[config.mk]
export PLATFORM = sky130hd
export DESIGN_NAME = iocm_mode_ctrl
export DESIGN_NICKNAME = d
export VERILOG_FILES = /design/src/core/iocm_pkg.sv /design/src/core/iocm_mode_ctrl.sv
export SDC_FILE = /design/constraint.sdc
export NUM_CORES = 1
export LEC_CHECK = 0
export ABC_AREA = 1
export BUFFER_PORTS_ARGS = -buffer_cell sky130_fd_sc_hd__clkbuf_2
export CORE_MARGIN = 2
export CORE_UTILIZATION = 45
export DETAILED_ROUTE_END_ITERATION = 12
export PLACE_DENSITY = 0.69
export RECOVER_POWER = 100
export SLEW_MARGIN = 20
export SYNTH_ARGS = -nofsm -noshare
export SYNTH_HDL_FRONTEND = slang
export SYNTH_SLANG_ARGS = --single-unit
[constraint.sdc]
create_clock -name clk_i -period 1.95 [get_ports clk_i]
set_input_delay 0.195 -clock clk_i [delete_from_list [all_inputs] [get_ports clk_i]]
set_output_delay 0.195 -clock clk_i [all_outputs]
set_load 0.005 [all_outputs]
[src/core/iocm_pkg.sv]
// Shared constants and types for the controller mode and address logic.
// Assumes a single 50 MHz clock and a 32-bit classic Wishbone register bus.
package iocm_pkg;

    localparam int CLK_HZ        = 50_000_000;
    localparam int TEST_MS       = 5_000;
    localparam int TEST_CYCLES   = TEST_MS * (CLK_HZ / 1_000);
    localparam int TEST_STEP_DIV = 8;
    localparam int SYNC_W        = 11;

    localparam int ADR_W         = 8;
    localparam logic [7:0] REG_MODE = 8'h00;
    localparam logic [7:0] REG_CFG  = 8'h04;
    localparam logic [7:0] REG_STAT = 8'h08;

    localparam logic [1:0] MODE_OPER = 2'h0;
    localparam logic [1:0] MODE_STBY = 2'h1;
    localparam logic [1:0] MODE_CONF = 2'h2;

    localparam logic [1:0] PAR_NONE  = 2'h0;
    localparam logic [1:0] PAR_EVEN  = 2'h1;
    localparam logic [1:0] PAR_ODD   = 2'h2;

    localparam logic [7:0] FIXED_ADDR = 8'hFF;
    localparam int SW_ADDR_LSB   = 0;
    localparam int SW_ADDR_W     = 6;
    localparam int SW_PAR_LSB    = 6;

    localparam int CFG_W         = 10;
    localparam int STAT_PAR_LSB  = 8;
    localparam int STAT_TEST     = 10;
    localparam int STAT_FAULT    = 11;
    localparam int STAT_HOST     = 12;
    localparam int STAT_SWADR    = 13;
    localparam int STAT_BAUD     = 14;

    typedef enum logic [1:0] {
        ST_TEST = 2'h0,
        ST_OPER = 2'h1,
        ST_STBY = 2'h3,
        ST_CONF = 2'h2
    } iocm_state_t;

    typedef struct packed {
        logic       start_stby;
        logic       baud_hi;
        logic [7:0] soft_addr;
    } iocm_cfg_t;

    localparam iocm_cfg_t CFG_RST = '{
        start_stby: 1'b0, baud_hi: 1'b0, soft_addr: 8'h01};

    typedef struct packed {
        logic green;
        logic stby;
        logic conf;
        logic comms;
        logic fault;
    } iocm_led_t;

endpackage

[src/core/iocm_mode_ctrl.sv]
// Mode supervisor: switch decode, start-up mode, self test, status LEDs
// and safe-state controls for the outputs, alarms and control loops.
// Assumes pins arrive asynchronously and software uses classic Wishbone.
//
// Added by the designer: the register addresses and the Wishbone slave port.
`timescale 1ns/1ps

// What this block does
// - Switch positions one to six give a binary unit address.
// - Positions seven and eight select none, even or odd parity.
// - All switches off selects the stored soft address instead.
// - Bit rate 9600 or 19200 comes from stored configuration only.
// - Green operating, yellow standby, yellow config, yellow comms.
// - Red while in reset, on module fault, or memory failure.
// - Power-up defaults to operating mode even with mismatched modules.
// - A stored option makes power-up enter standby instead.
// - A host sensed on the config port at power-up selects config.
// - Reset and power-on run a timed self test stepping LEDs.
// - Inputs keep being scanned in standby.
// - Standby forces digital outputs off, analogue outputs to minimum.
// - Standby disables deviation alarms; full-scale alarms keep working.
// - Returning to operating from standby or config reinitialises deviation alarm blocking only.
// - Mode code reads 0 operating, 1 standby, 2 configuration.
// - Standby to operating needs no instrument reset.
// - Standby holds loop outputs at zero, bumpless return after.
// - Analogue range limits still clamp a zero demand in standby.
// - Writing code two over the link enters configuration mode.
// - Link-entered config stays until operating is commanded.
// - Config may be left even when slots do not match modules.
// - Config-port use also answers at fixed address 255.
module iocm_mode_ctrl
    import iocm_pkg::*;
#(
    parameter int TEST_LEN = TEST_CYCLES
) (
    input  wire logic             clk_i,
    input  wire logic             rst_i,
    input  wire logic             wb_cyc_i,
    input  wire logic             wb_stb_i,
    input  wire logic             wb_we_i,
    input  wire logic [ADR_W-1:0] wb_adr_i,
    input  wire logic [3:0]       wb_sel_i,
    input  wire logic [31:0]      wb_dat_i,
    output logic      [31:0]      wb_dat_o,
    output logic                  wb_ack_o,
    input  wire logic [7:0]       dil_sw_i,
    input  wire logic             cfg_host_i,
    input  wire logic             net_act_i,
    input  wire logic             cfg_act_i,
    input  wire logic             module_fault_i,
    input  wire logic             nvm_fail_i,
    output logic      [7:0]       unit_addr_o,
    output logic                  alt_addr_en_o,
    output logic      [1:0]       parity_o,
    output logic                  baud_hi_o,
    output logic      [1:0]       mode_o,
    output logic                  self_test_o,
    output logic                  input_scan_o,
    output logic                  dout_off_o,
    output logic                  aout_min_o,
    output logic                  dev_alarm_en_o,
    output logic                  alarm_reinit_o,
    output logic                  loop_hold_o,
    output logic                  loop_bumpless_o,
    output logic                  reconfig_en_o,
    output iocm_led_t             led_o
);

    // Parity field of positions seven and eight; the spare code is none.
    function automatic logic [1:0] parity_of(input logic [1:0] sw);
        logic [1:0] p;
        p = PAR_NONE;
        if (sw == 2'h1) begin
            p = PAR_EVEN;
        end else if (sw == 2'h2) begin
            p = PAR_ODD;
        end
        return p;
    endfunction

    function automatic logic is_reg(input logic [ADR_W-1:0] a,
                                    input logic [7:0]       off);
        return a == off[ADR_W-1:0];
    endfunction

    // Three-stage pin sampling; only stage two feeds stage three.
    logic [SYNC_W-1:0] sync1;
    logic [SYNC_W-1:0] sync2;
    logic [SYNC_W-1:0] sync3;
    logic [SYNC_W-1:0] pins;
    logic [SYNC_W-1:0] pins_raw;

    assign pins_raw = {cfg_act_i, net_act_i, cfg_host_i, dil_sw_i};

    always_ff @(posedge clk_i) begin
        if (rst_i) begin
            sync1 <= '0;
            sync2 <= '0;
            sync3 <= '0;
        end else begin
            sync1 <= pins_raw;
            sync2 <= sync1;
            sync3 <= sync2;
        end
    end

    // A pin change counts once stages two and three agree.
    always_ff @(posedge clk_i) begin
        if (rst_i) begin
            pins <= '0;
        end else begin
            for (int i = 0; i < SYNC_W; i++) begin
                if (sync2[i] == sync3[i]) begin
                    pins[i] <= sync3[i];
                end
            end
        end
    end

    logic [7:0] sw_now;
    logic       host_now;
    logic       comms_now;

    assign sw_now    = pins[7:0];
    assign host_now  = pins[8];
    assign comms_now = pins[9] | pins[10];

    // Self test timer and LED walk.
    localparam int STEP_LEN = (TEST_LEN / TEST_STEP_DIV > 0) ?
                              TEST_LEN / TEST_STEP_DIV : 1;

    iocm_state_t state;
    iocm_state_t next_state;
    logic [31:0] test_cnt;
    logic [31:0] step_cnt;
    logic [4:0]  walk;
    logic        test_done;

    assign test_done = (state == ST_TEST) &&
                       (test_cnt == 32'(TEST_LEN - 1));

    always_ff @(posedge clk_i) begin
        if (rst_i) begin
            test_cnt <= '0;
            step_cnt <= '0;
            walk     <= 5'h01;
        end else if (state == ST_TEST) begin
            test_cnt <= test_cnt + 32'h1;
            if (step_cnt == 32'(STEP_LEN - 1)) begin
                step_cnt <= '0;
                walk     <= {walk[3:0], walk[4]};
            end else begin
                step_cnt <= step_cnt + 32'h1;
            end
        end
    end

    // Stored configuration and the soft mode request from the bus.
    iocm_cfg_t  cfg;
    logic       bus_req;
    logic       wr_mode;
    logic [1:0] wr_code;

    assign bus_req = wb_cyc_i & wb_stb_i & ~wb_ack_o;
    assign wr_mode = bus_req & wb_we_i & wb_sel_i[0] &
                     is_reg(wb_adr_i, REG_MODE);
    assign wr_code = wb_dat_i[1:0];

    // Bit rate held in stored configuration.
    always_ff @(posedge clk_i) begin
        if (rst_i) begin
            cfg <= CFG_RST;
        end else if (bus_req && wb_we_i && is_reg(wb_adr_i, REG_CFG)) begin
            if (wb_sel_i[0]) begin
                cfg.soft_addr <= wb_dat_i[7:0];
            end
            if (wb_sel_i[1]) begin
                cfg.baud_hi    <= wb_dat_i[8];
                cfg.start_stby <= wb_dat_i[9];
            end
        end
    end

    // Mode sequencing.
    always_comb begin
        next_state = state;
        unique case (state)
            ST_TEST: begin
                if (test_done) begin
                    if (host_now) begin
                        next_state = ST_CONF;
                    end else if (cfg.start_stby) begin
                        next_state = ST_STBY;
                    end else begin
                        next_state = ST_OPER;
                    end
                end
            end
            ST_OPER: begin
                if (wr_mode && wr_code == MODE_STBY) begin
                    next_state = ST_STBY;
                end else if (wr_mode && wr_code == MODE_CONF) begin
                    next_state = ST_CONF;
                end
            end
            ST_STBY: begin
                if (wr_mode && wr_code == MODE_OPER) begin
                    next_state = ST_OPER;
                end else if (wr_mode && wr_code == MODE_CONF) begin
                    next_state = ST_CONF;
                end
            end
            ST_CONF: begin
                if (wr_mode && wr_code == MODE_OPER) begin
                    next_state = ST_OPER;
                end
            end
        endcase
    end

    always_ff @(posedge clk_i) begin
        if (rst_i) begin
            state <= ST_TEST;
        end else begin
            state <= next_state;
        end
    end

    // Address, parity and host presence are caught once, as the test ends.
    logic [7:0] sw_cap;
    logic       host_cap;

    always_ff @(posedge clk_i) begin
        if (rst_i) begin
            sw_cap   <= '0;
            host_cap <= 1'b0;
        end else if (test_done) begin
            sw_cap   <= sw_now;
            host_cap <= host_now;
        end
    end

    logic       sw_zero;
    logic [7:0] sw_addr;

    assign sw_zero = (sw_cap == 8'h00);
    assign sw_addr = {2'h0, sw_cap[SW_ADDR_LSB +: SW_ADDR_W]};

    // The soft address is live so software can move a unit without reset.
    // Binary switch address.
    always_ff @(posedge clk_i) begin
        if (rst_i) begin
            unit_addr_o <= '0;
            parity_o    <= PAR_NONE;
            baud_hi_o   <= 1'b0;
        end else begin
            unit_addr_o <= sw_zero ? cfg.soft_addr : sw_addr;
            parity_o    <= parity_of(sw_cap[SW_PAR_LSB +: 2]);
            baud_hi_o   <= cfg.baud_hi;
        end
    end

    always_ff @(posedge clk_i) begin
        if (rst_i) begin
            alt_addr_en_o <= 1'b0;
        end else begin
            alt_addr_en_o <= host_cap;
        end
    end

    // Safe-state controls follow the next state so they move with mode_o.
    logic safe;
    logic leave_safe;

    assign safe       = (next_state != ST_OPER);
    assign leave_safe = (state == ST_STBY || state == ST_CONF) &&
                        next_state == ST_OPER;

    always_ff @(posedge clk_i) begin
        if (rst_i) begin
            mode_o      <= MODE_OPER;
            self_test_o <= 1'b1;
        end else begin
            self_test_o <= (next_state == ST_TEST);
            unique case (next_state)
                ST_STBY: mode_o <= MODE_STBY;
                ST_CONF: mode_o <= MODE_CONF;
                default: mode_o <= MODE_OPER;
            endcase
        end
    end

    // Range clamping stays downstream, so a minimum demand becomes the
    // low end of each output range rather than a hard zero.
    always_ff @(posedge clk_i) begin
        if (rst_i) begin
            input_scan_o   <= 1'b1;
            dout_off_o     <= 1'b1;
            aout_min_o     <= 1'b1;
            dev_alarm_en_o <= 1'b0;
            loop_hold_o    <= 1'b1;
            reconfig_en_o  <= 1'b0;
        end else begin
            input_scan_o   <= 1'b1;
            dout_off_o     <= safe;
            aout_min_o     <= safe;
            dev_alarm_en_o <= ~safe;
            loop_hold_o    <= safe;
            reconfig_en_o  <= (next_state == ST_CONF);
        end
    end

    always_ff @(posedge clk_i) begin
        if (rst_i) begin
            alarm_reinit_o  <= 1'b0;
            loop_bumpless_o <= 1'b0;
        end else begin
            alarm_reinit_o  <= leave_safe;
            loop_bumpless_o <= leave_safe;
        end
    end

    // LEDs.
    logic red_now;

    assign red_now = module_fault_i | nvm_fail_i;

    always_ff @(posedge clk_i) begin
        if (rst_i) begin
            led_o <= '{green: 1'b0, stby: 1'b0, conf: 1'b0,
                       comms: 1'b0, fault: 1'b1};
        end else if (next_state == ST_TEST) begin
            led_o <= walk;
        end else begin
            led_o.green <= (next_state == ST_OPER);
            led_o.stby  <= (next_state == ST_STBY);
            led_o.conf  <= (next_state == ST_CONF);
            led_o.comms <= comms_now;
            led_o.fault <= red_now;
        end
    end

    // Wishbone slave: one wait state, unmapped reads return zero.
    logic [31:0] rd_data;

    always_comb begin
        rd_data = '0;
        if (is_reg(wb_adr_i, REG_MODE)) begin
            rd_data[1:0] = mode_o;
        end else if (is_reg(wb_adr_i, REG_CFG)) begin
            rd_data[CFG_W-1:0] = cfg;
        end else if (is_reg(wb_adr_i, REG_STAT)) begin
            rd_data[7:0]                 = unit_addr_o;
            rd_data[STAT_PAR_LSB +: 2]   = parity_o;
            rd_data[STAT_TEST]           = self_test_o;
            rd_data[STAT_FAULT]          = red_now;
            rd_data[STAT_HOST]           = host_cap;
            rd_data[STAT_SWADR]          = ~sw_zero;
            rd_data[STAT_BAUD]           = baud_hi_o;
        end
    end

    always_ff @(posedge clk_i) begin
        if (rst_i) begin
            wb_ack_o <= 1'b0;
            wb_dat_o <= '0;
        end else begin
            wb_ack_o <= bus_req;
            wb_dat_o <= (bus_req && !wb_we_i) ? rd_data : 32'h0000_0000;
        end
    end

endmodule // iocm_mode_ctrl

# ---- After elaboration in Yosys (flattened, before gate mapping)
# Cells that the tools add are included.
dict set report totals {
  rom_bits 0
  regBits 191
  output_inout_bits 61
  wordCells 125
  mem_count 0
  latch_bits 0
  ram_bits 0
}
dict set report classes {
  n_lt_le_gt_ge 0
  n_eq_ne 26
  reduce_logical 23
  n_bitwise 12
  div 0
  muxes 17
  addsub 2
  multipliers 0
  n_shift 0
}
# cell count
set ops {}
lappend ops {{adder 32 x 1 -> 32 bit (second input constant)} 2}
lappend ops {{== test 32 x 25 -> 1 bit (second input constant)} 1}
lappend ops {{== test 32 x 28 -> 1 bit (second input constant)} 1}
lappend ops {{two-way mux 32 bit} 1}
lappend ops {{two-way mux 2 bit} 9}
lappend ops {{logical NOT 8 bit} 2}
lappend ops {{two-way mux 15 bit} 1}
lappend ops {{== test 2 bit (second input constant)} 6}
lappend ops {{== test 1 bit} 11}
lappend ops {{two-way mux 10 bit} 1}
lappend ops {{== test 2 x 1 -> 1 bit (second input constant)} 4}
lappend ops {{== test 8 x 3 -> 1 bit (second input constant)} 1}
lappend ops {{== test 8 x 4 -> 1 bit (second input constant)} 1}
lappend ops {{logical AND 1 bit} 8}
lappend ops {{case mux 2 bit (4 select lines)} 1}
lappend ops {{logical NOT 2 bit} 3}
lappend ops {{two-way mux 6 bit} 1}
lappend ops {{AND reduction 2 bit} 3}
lappend ops {{OR reduction 2 bit} 3}
lappend ops {{bitwise AND 1 bit} 5}
lappend ops {{two-way mux 5 bit} 1}
lappend ops {{inverter 1 bit} 5}
lappend ops {{OR reduction 5 bit} 1}
lappend ops {{case mux 2 bit (2 select lines)} 1}
lappend ops {{other kinds (6)} 7}

# ---- Longest topological paths before layout
# Gate-level depths: netlist (run 1).
dict set report logic_depth {
  ltp_word 11
  depth_mapped 12
  ltp_nobuf 12
}

# ---- Worst setup path after synthesis (run 1)
# Ideal clock, no wire load.
dict set report synth_path {
  path_type {register to register}
  from {register test_cnt[0]}
  to {register sw_cap[6]}
  required_ns 1.822
  stages_incl_launch_ff 10
  setup_slack_ns 0.293
  arrival_time_ns 1.529
  setup_time_ns 0.128
  period_less_slack_ns 1.657
  cell_sequence {dfxtp_1 -> ha_1 -> inv_1 -> nor2_1 -> nand2_1 -> nor3_1 -> nand3_1 -> clkbuf_1 -> o21ai_0 -> a21oi_1}
}
dict set report synth_between {
  elab_chain_len 2
}
# item line_no
set synth_rtl {}
lappend synth_rtl {{from (decl)} iocm_mode_ctrl.sv:134} ;# logic [31:0] test_cnt;
lappend synth_rtl {{from (signal assigned)} iocm_mode_ctrl.sv:148} ;# test_cnt <= test_cnt + 32'h1;
lappend synth_rtl {{== test 32 x 28 -> 1 bit} iocm_mode_ctrl.sv:140} ;# (test_cnt == 32'(TEST_LEN - 1));
lappend synth_rtl {{logical AND 1 bit} iocm_mode_ctrl.sv:139} ;# assign test_done = (state == ST_TEST) &&
lappend synth_rtl {{to (signal assigned)} iocm_mode_ctrl.sv:238} ;# sw_cap <= sw_now;
lappend synth_rtl {{to (decl)} iocm_mode_ctrl.sv:230} ;# logic [7:0] sw_cap;
# No other way between the ends.
# A chain may end at the register's enable or synchronous reset.

# ---- Worst setup path after layout (run 1)
dict set report layout_path {
  from {register state[0]}
  to {register test_cnt[25]}
}
dict set report layout_between {
  elab_chain_len 1
}
# item line_no
set layout_rtl {}
lappend layout_rtl {{from (decl)} iocm_mode_ctrl.sv:132} ;# iocm_state_t state;
lappend layout_rtl {{from (signal assigned)} iocm_mode_ctrl.sv:225} ;# state <= next_state;
lappend layout_rtl {{logical NOT 2 bit} iocm_mode_ctrl.sv:147} ;# end else if (state == ST_TEST) begin
# No other way between the ends.

==> run summary, run 1 <==
final core occ: 0.547
Yosys reg bits: 173
VDD IR max: 0.622 mV
Detail Placement HPWL: 12.5 mm
cell count after synthesis: 1039
Post-synth EDFFs: 0
CTS tree: done
via count: 6695
Initial Utilization: 0.459
Area Overhead vs Synth: 19.2%
dpl ws: 0.0888 ns
Final period util: 0.926
std cell rows: 47
Fill cells: 1569
CP Max Fanout: 8
final hold vios: 0
Max transition margin: 0.632
max-slew violation count: 0
clock-pin slew on the worst setup and hold paths: 0.07 ns
layout cells sized above 1: 0.175
delay-heaviest family, CP: simple AND/OR/NAND/NOR gates
Sink Count: 173
Max Cap Viol: 0
crit-path cells: nor2_4 -> buf_12 -> nand3_2 -> nor3_4 -> nand4_2 -> o21ai_0 -> nor3b_1
GR Util All Layers: 0.192
Detail Route Antenna Nets: 0
max incr delay on CP: 0.34 ns
met1 Resource Use GR: 0.261
clock root cell: clkbuf_16
floorplan core area: 16600 um2
P_leak: 3.69 nW
drt pass-1 iters: 5
Least-Margin Pin Slew: 0.551 ns
status: finished, final reports clean
synthesized area: 7610 um2
slowest cell on the critical path: dfxtp_1
per-cell routed wire length: 12.3 um
CP Launch Type: flip-flop
routability cong.: 0.917
DRC Markers: 0
Final min period: 1.80 ns
Data arrival, critical path: 2.15 ns
most common cell after layout, fill and taps aside: nor2_1
IO Port Bufs: 80
Synth cell types: 41
vias in the first global route: 6056
initial antenna violation count: 0
Setup Skew: 0.00924 ns
antenna cell count: 0
Worst EP required: 2.29 ns
Primary FF master, synth: dfxtp_1
Hold WC Path Type: primary input to flip-flop
buffers and inverters on the worst path: 1
Overflow after GRT: 0
met2 Track Usage GR: 0.305
GRT Max-Usage Layer: met2
largest net degree at the start of global routing: 79
Nets: 1216
grt met3 use: 0.0435
DRT iter0 DRCs: 460
Worst-Skew Late Latency: 0.42 ns
total CTS buffers: 17
H-tree level count: 4
RSZ-0062 raised after global routing: yes
Crit Path Class: flip-flop to flip-flop
Yosys Warn Count: 0
die area: 18000 um2
ys async rst share: 0
nature of the critical path endpoint: flip-flop
Mean Syn Cell Area: 7.33 um2
Die Y: 134 um
clock buffer depth: 2
Die Span X: 134 um
Boundary Pins: 123
final setup violating endpoints: 0
Sum Neg Setup Slack: 0 ns
Highest Clock Rate: 554 MHz
fin worst setup slack: 0.145 ns
power density cells: 774 nW/um2
FF/Latch Area: 3460 um2
first-pass GRT wire length: 28.1 mm
multi-input logic area: 3400 um2
Seq/Total Area, Yosys: 0.455
most frequent cells in the layout: nor2_1, dfxtp_1, nand2_1
total routed wirelength: 17.0 mm
vias per inst: 4.83
[cell usage after synthesis, types with 11 or more instances]
cell      count  share of area
nor2_1      179          0.088
clkbuf_1     19         0.0094
xor2_1       15          0.017
buf_4        25          0.025
nand3_1      47          0.031
o21ai_0      53          0.035
dfxtp_1     173           0.46
a21oi_1      61          0.040
nand2_2      13          0.011
nand2_1     150          0.074
nand4_1      31          0.025
nor3_1       40          0.026
inv_1       149          0.073
nor2_2       11         0.0090
[path summary, 6_finish.rpt]
kind               startpoint            to  slack [ns]  cells past startpoint
setup reg to reg     state[0]  test_cnt[25]        0.15                      7
hold / removal    wb_dat_i[8]        cfg[8]        0.04                      3
setup / recovery     state[0]  test_cnt[25]        0.15                      7
hold reg to reg      sync1[4]      sync2[4]        0.40                      2
[flip-flops by register name, indices dropped and copies added, names as in the netlist]
signal           flops
sw_cap               8
self_test_o          1
wb_dat_o            15
loop_hold_o          1
mode_o               2
alt_addr_en_o        1
sync2               11
led_o                5
unit_addr_o          8
pins                11
wb_ack_o             1
cfg                 10
walk                 5
sync3               11
test_cnt            32
dev_alarm_en_o       1
state                2
host_cap             1
parity_o             2
step_cnt            32
sync1               11
loop_bumpless_o      1
baud_hi_o            1
[where the power goes]
part	total, W	switching (W)	internal [W]	leakage [nW]
Sequential	0.00360	0.0000249	0.00357	1.40
Combinational	0.000238	0.000139	0.0000990	2.02
Clock	0.00318	0.00149	0.00169	0.267
Total	0.00702	0.00166	0.00536	3.69
[logic make-up (layout without fill, tap and decap cells)]
logic type / count (synthesis) / count (layout) / synth area share
buf+inv: 200 / 310 / 0.112
compound gates: 134 / 134 / 0.0940
xor+xnor: 19 / 19 / 0.0219
simple gates: 509 / 509 / 0.313
flops: 173 / 173 / 0.455
fa+ha+maj: 2 / 2 / 0.00329
other cells: 2 / 18 / 0.000987
[cell type report]
class,instances,area share
clock buffers,19,0.0477
clock inverters,13,0.0134
repair buffers,127,0.0898
multi-input cells,682,0.375
well taps,220,0.0303
inverters,151,0.0625
flip-flops and latches,173,0.382
[timing repair]
| item | in CTS | in global routing |
|---|---|---|
| setup buffers | 0 | 1 |
| hold buffers | 13 | 0 |
| gates resized for setup | 0 | 13 |
| endpoints found under the setup margin | 0 | 26 |
| hold endpoints to repair | 12 | 0 |
[metrics by stage]
step	hold slack (ns)	area (um2)	total power, W	instances
2_1_floorplan	0.302	7670	0.00383	1055
3_3_place_gp	0.388	8320	0.00389	1339
3_5_place_dp	0.390	8320	0.00390	1339
4_1_cts	0.0209	9010	0.00708	1384
5_1_grt	0.0520	9070	0.00727	1385
6_report	0.0377	9070	0.00702	1385
[per-layer routing]
layer / up-vias / share of wire
li1: 3512 / -
met1: 2966 / 0.49
met2: 201 / 0.43
met3: 16 / 0.065
met4: 0 / 0.012
met5: - / 0
[worst reg2reg max path, delay by kind of cell, from the launching register on]
| kind | cells | cell delay [ns] |
|---|---|---|
| buffers and inverters | 1 | 0.14 |
| AO/OA/AOI/OAI | 1 | 0.19 |
| AND/OR/NAND/NOR | 5 | 1.05 |
| flip-flops | 1 | 0.34 |
Power figures use the tool's default switching activity.
==> inputs of run 2 (changes only) <==
CELL_PAD_IN_SITES_DETAIL_PLACEMENT = 1   (was not set)
CELL_PAD_IN_SITES_GLOBAL_PLACEMENT = 2   (was not set)
CORE_UTILIZATION = 32   (was 45)
PLACE_DENSITY = 0.83   (was 0.69)
==> run summary, run 2 (synthesized netlist as in run 1, its figures left out) <==
status: finished, final reports clean (unchanged)
most frequent CP cell: nand2_1
max incr delay on CP: 0.40 ns (was 0.34 ns)
via count: 6925 (was 6695)
clock buffer depth: 2 (unchanged)
IO Port Bufs: 80 (unchanged)
floorplan core area: 23400 um2 (was 16600 um2)
clock-pin slew on the worst setup and hold paths: 0.08 ns (was 0.07 ns)
Overflow after GRT: 0 (unchanged)
vias in the first global route: 6822 (was 6056)
CP Max Fanout: 5 (was 8)
Die Span X: 158 um (was 134 um)
FF/Latch Area: 3470 um2 (was 3460 um2)
delay-heaviest family, CP: simple AND/OR/NAND/NOR gates (unchanged)
fin worst setup slack: 0.147 ns (was 0.145 ns)
total power: 0.00718 W (was 0.00702 W)
clock root cell: clkbuf_16 (unchanged)
Hold WC Path Type: primary input to flip-flop (unchanged)
VDD IR max: 0.535 mV (was 0.622 mV)
antenna cell count: 0 (unchanged)
Crit Path Class: flip-flop to flip-flop (unchanged)
drt pass-1 iters: 4 (was 5)
initial antenna violation count: 0 (unchanged)
buffers and inverters on the worst path: 1 (unchanged)
Detail Route Antenna Nets: 0 (unchanged)
Setup Skew: 0.0119 ns (was 0.00924 ns)
max-slew violation count: 0 (unchanged)
Final period util: 0.924 (was 0.926)
CP Launch Type: flip-flop (unchanged)
GR Util All Layers: 0.173 (was 0.192)
Area Overhead vs Synth: 21.4% (was 19.2%)
Initial Utilization: 0.325 (was 0.459)
Highest Clock Rate: 555 MHz (was 554 MHz)
vias per inst: 4.63 (was 4.83)
final hold vios: 0 (unchanged)
Boundary Pins: 123 (unchanged)
RSZ-0062 raised after global routing: yes (unchanged)
Data arrival, critical path: 2.19 ns (was 2.15 ns)
most frequent cells in the layout: nor2_1, dfxtp_1, inv_1, nand2_1, a21oi_1 (was nor2_1, dfxtp_1, nand2_1)
crit-path cells: ha_4 -> inv_1 -> nor2_1 -> nand2_1 -> nor3_1 -> nand3_1 -> nor2_1 -> nor2_2 -> nor2_2 -> nand2_1 -> nand2_1 (was nor2_4 -> buf_12 -> nand3_2 -> nor3_4 -> nand4_2 -> o21ai_0 -> nor3b_1)
total routed wirelength: 21.0 mm (was 17.0 mm)
first-pass GRT wire length: 34.0 mm (was 28.1 mm)
largest net degree at the start of global routing: 59 (was 79)
DRC Markers: 0 (unchanged)
routability cong.: 0.814 (was 0.917)
most common cell after layout, fill and taps aside: nor2_1 (unchanged)
std cell rows: 56 (was 47)
per-cell routed wire length: 14.1 um (was 12.3 um)
Worst-Skew Late Latency: 0.44 ns (was 0.42 ns)
DRT iter0 DRCs: 292 (was 460)
die area: 25000 um2 (was 18000 um2)
multi-input logic area: 3370 um2 (was 3400 um2)
Worst EP required: 2.34 ns (was 2.29 ns)
Fill cells: 2986 (was 1569)
Max Cap Viol: 0 (unchanged)
Die Y: 158 um (was 134 um)
slowest cell on the critical path: dfxtp_1 (unchanged)
P_leak: 3.63 nW (was 3.69 nW)
Nets: 1229 (was 1216)
Sink Count: 173 (unchanged)
H-tree level count: 4 (unchanged)
power density cells: 777 nW/um2 (was 774 nW/um2)
final setup violating endpoints: 0 (unchanged)
total CTS buffers: 17 (unchanged)
Final min period: 1.80 ns (about the same)
Regs by FF count: step_cnt: 32 flops, test_cnt: 32 flops, wb_dat_o: 15 flops (unchanged)
layout cells sized above 1: 0.149 (was 0.175)
CTS tree: done (unchanged)
Detail Placement HPWL: 15.7 mm (was 12.5 mm)
nature of the critical path endpoint: flip-flop (unchanged)
dpl ws: 0.0573 ns (was 0.0888 ns)
-- run 2: cell types whose count changed in the layout (fill, tap and decap cells not counted), moves of 2 or more --
cell | previous run | this run
clkbuf_2 | 79 | 50
nor3_1 | 39 | 41
clkbuf_1 | 2 | 36
inv_6 | 5 | 2
nor2_1 | 175 | 177
nor3_2 | 8 | 6
clkinv_8 | 0 | 2
buf_4 | 31 | 35
clkinvlp_4 | 2 | 4
clkbuf_4 | 0 | 2
-- run 2: worst register-to-register path, delay by kind of cell, from the launching register on --
kind	cells	cell delay [ns]
fa+ha+maj	1	0.19
buf+inv	1	0.06
flops	1	0.40
simple gates	9	1.13
-- run 2: path summary, 6_finish.rpt --
| path | from | end | slack (ns) | cells past startpoint |
|---|---|---|---|---|
| worst min register to register | sync1[0] | sync2[0] | 0.41 | 2 |
| worst max register to register | test_cnt[1] | led_o[3] | 0.15 | 11 |
| worst min-delay path | wb_dat_i[9] | cfg[9] | 0.03 | 3 |
| worst max-delay path | test_cnt[1] | led_o[3] | 0.15 | 11 |
-- run 2: metal layers --
metal	GRT usage	up-vias	wire [um]
met5	0	-	0
met4	0.0476	0	183
met3	0.0276	12	783
met2	0.289	131	9480
met1	0.231	3247	10600
li1	-	3535	-
-- run 2: where the power goes --
part / switching [W] / internal, W / leakage, nW
Clock: 0.00163 / 0.00170 / 0.269
Sequential: 0.0000260 / 0.00357 / 1.40
Combinational: 0.000152 / 0.000101 / 1.96
Total: 0.00181 / 0.00537 / 3.63
-- run 2: final cells by class --
cell class,instances,share of cell area
sequential,173,0.375
clock buffer,17,0.0460
tap,319,0.0432
timing repair buffer,140,0.0929
inverter,151,0.0613
clock inverter,15,0.0164
multi-input combinational,682,0.365
-- run 2: stage by stage --
step                setup TNS (ns)  cells  utilization  hold WS, ns  cell area [um2]
global placement                 0   1448        0.365        0.389             8550
CTS                              0   1493        0.395      0.00241             9260
detailed placement               0   1448        0.365        0.395             8550
floorplan                        0   1055            -        0.302             7670
finish                           0   1497        0.395       0.0300             9240
global route              -0.00983   1497        0.395       0.0345             9240
-- run 2: what timing repair did --
| action | in CTS | in global routing |
|---|---|---|
| endpoints found under the hold margin | 12 | 0 |
| setup endpoints to repair | 0 | 36 |
| resized for setup | 0 | 14 |
| buffers inserted | 0 | 4 |
| hold buffers | 13 | 0 |
==> inputs of run 3 (changes only) <==
--- a/config.mk
+++ b/config.mk
@@ -11,3 +11,3 @@
 export CELL_PAD_IN_SITES_GLOBAL_PLACEMENT = 2
-export CORE_MARGIN = 2
+export CORE_MARGIN = 5
 export CORE_UTILIZATION = 32
--- a/constraint.sdc
+++ b/constraint.sdc
@@ -3,2 +3,2 @@
 set_output_delay 0.195 -clock clk_i [all_outputs]
-set_load 0.005 [all_outputs]
+set_load 0.05 [all_outputs]
==> run summary, run 3 (synthesized netlist as in run 1, its figures left out) <==
vias per inst: 4.61 (was 4.63)
Fill cells: 2942 (was 2986)
Overflow after GRT: 0 (unchanged)
clock buffer depth: 2 (unchanged)
Max Cap Viol: 0 (unchanged)
power density cells: 787 nW/um2 (was 777 nW/um2)
most frequent CP cell: buf_4 (was nand2_1)
final setup violating endpoints: 0 (unchanged)
Initial Utilization: 0.324 (was 0.325)
Post-DP Area: 8510 um2 (was 8550 um2)
floorplan core area: 23500 um2 (was 23400 um2)
Worst EP required: 2.24 ns (was 2.34 ns)
slowest cell on the critical path: nor3_4 (was dfxtp_1)
clock-pin slew on the worst setup and hold paths: 0.08 ns (about the same)
total routed wirelength: 21.5 mm (was 21.0 mm)
Crit Path Class: flip-flop to flip-flop (unchanged)
Highest Clock Rate: 549 MHz (was 555 MHz)
GRT Max-Usage Layer: met2 (unchanged)
Sum Neg Setup Slack: 0 ns (unchanged)
dpl ws: 0.0484 ns (was 0.0573 ns)
Data arrival, critical path: 2.11 ns (was 2.19 ns)
Final period util: 0.934 (was 0.924)
CP Max Fanout: 8 (was 5)
Worst-Skew Late Latency: 0.43 ns (was 0.44 ns)
design area: 9380 um2 (was 9240 um2)
max incr delay on CP: 0.37 ns (was 0.40 ns)
VDD IR max: 0.551 mV (was 0.535 mV)
P_leak: 3.79 nW (was 3.63 nW)
Hold WS: 0.0367 ns (was 0.0300 ns)
met2 Track Usage GR: 0.261 (was 0.289)
H-tree level count: 4 (unchanged)
grt met3 use: 0.0233 (was 0.0276)
RSZ-0062 raised after global routing: yes (unchanged)
layout cells sized above 1: 0.187 (was 0.149)
most frequent cells in the layout: nor2_1, dfxtp_1, nand2_1 (was nor2_1, dfxtp_1, inv_1, nand2_1, a21oi_1)
Boundary Pins: 123 (unchanged)
crit-path cells: nor2_4 -> buf_12 -> buf_4 -> nand3_2 -> nor3_4 -> buf_4 -> nand3_1 -> xor2_1 -> nor2_1 (was ha_4 -> inv_1 -> nor2_1 -> nand2_1 -> nor3_1 -> nand3_1 -> nor2_1 -> nor2_2 -> nor2_2 -> nand2_1 -> nand2_1)
Setup Skew: 0.0127 ns (was 0.0119 ns)
status: finished, final reports clean (unchanged)
max-slew violation count: 0 (unchanged)
Detail Route Antenna Nets: 0 (unchanged)
routability cong.: 0.827 (was 0.814)
die area: 27000 um2 (was 25000 um2)
fin worst setup slack: 0.128 ns (was 0.147 ns)
most common cell after layout, fill and taps aside: nor2_1 (unchanged)
vias in the first global route: 7021 (was 6822)
std cell rows: 56 (unchanged)
nature of the critical path endpoint: flip-flop (unchanged)
Detail Placement HPWL: 16.3 mm (was 15.7 mm)
CTS tree: done (unchanged)
per-cell routed wire length: 14.4 um (was 14.1 um)
Max transition margin: 0.430
final hold vios: 0 (unchanged)
first-pass GRT wire length: 35.1 mm (was 34.0 mm)
Final min period: 1.82 ns (was 1.80 ns)
Sink Count: 173 (unchanged)
Regs by FF count: step_cnt: 32 flops, test_cnt: 32 flops, wb_dat_o: 15 flops (unchanged)
IO Port Bufs: 80 (unchanged)
antenna cell count: 0 (unchanged)
CP Launch Type: flip-flop (unchanged)
Die Span X: 164 um (was 158 um)
Inst Count DP: 1446 (was 1448)
total CTS buffers: 17 (unchanged)
DRT iter0 DRCs: 372 (was 292)
initial antenna violation count: 0 (unchanged)
clock root cell: clkbuf_16 (unchanged)
fin cells: 1498 (was 1497)
GR Util All Layers: 0.162 (was 0.173)
Die Y: 164 um (was 158 um)
Area Overhead vs Synth: 23.2% (was 21.4%)
largest net degree at the start of global routing: 42 (was 59)
met1 Resource Use GR: 0.224 (was 0.231)
DRC Markers: 0 (unchanged)
Least-Margin Pin Slew: 0.855 ns
Nets: 1230 (was 1229)
Hold WC Path Type: primary input to flip-flop (unchanged)
drt pass-1 iters: 4 (unchanged)
via count: 6907 (was 6925)
[run 3: critical path: cells and delay by family (launching register included)]
| kind | cells | cell delay [ns] |
|---|---|---|
| XOR/XNOR | 1 | 0.15 |
| AND/OR/NAND/NOR | 5 | 0.75 |
| flip-flops | 1 | 0.34 |
| buffers and inverters | 3 | 0.44 |
[run 3: cell type report]
class / instances / area (um2) / share of cell area
Timing Repair Buffer: 141 / 915 / 0.0975
Multi-Input combinational cell: 682 / 3430 / 0.366
Tap cell: 319 / 399 / 0.0426
Clock inverter: 15 / 176 / 0.0188
Sequential cell: 173 / 3460 / 0.369
Clock buffer: 17 / 425 / 0.0454
Inverter: 151 / 567 / 0.0604
[run 3: per-stage QoR]
step | total power [W] | util
after floorplan | 0.00390 | -
after global placement | 0.00398 | 0.362
after detailed placement | 0.00398 | 0.362
after CTS | 0.00749 | 0.394
after global routing | 0.00767 | 0.400
final | 0.00738 | 0.400
[run 3: where the power goes]
group	internal, W	switching [W]
Sequential	0.00357	0.0000263
Combinational	0.000101	0.000225
Clock	0.00183	0.00163
Total	0.00551	0.00188
[run 3: worst paths after layout]
kind | endpoint | startpoint | slack, ns | depth (start not counted)
hold / removal | cfg[8] | wb_dat_i[8] | 0.04 | 3
hold reg to reg | sync2[0] | sync1[0] | 0.41 | 2
setup / recovery | test_cnt[13] | state[0] | 0.13 | 9
setup reg to reg | test_cnt[13] | state[0] | 0.13 | 9
[run 3: layer usage]
metal  share of wire  up-vias
li1                -     3530
met1            0.50     3234
met2            0.45      128
met3           0.039       15
met4           0.013        0
met5               0        -
[run 3: repair_timing]
action,in CTS,in global routing
buffers inserted,0,7
endpoints found under the hold margin,12,0
hold buffers,13,0
endpoints found under the setup margin,0,41
resized for setup,0,17
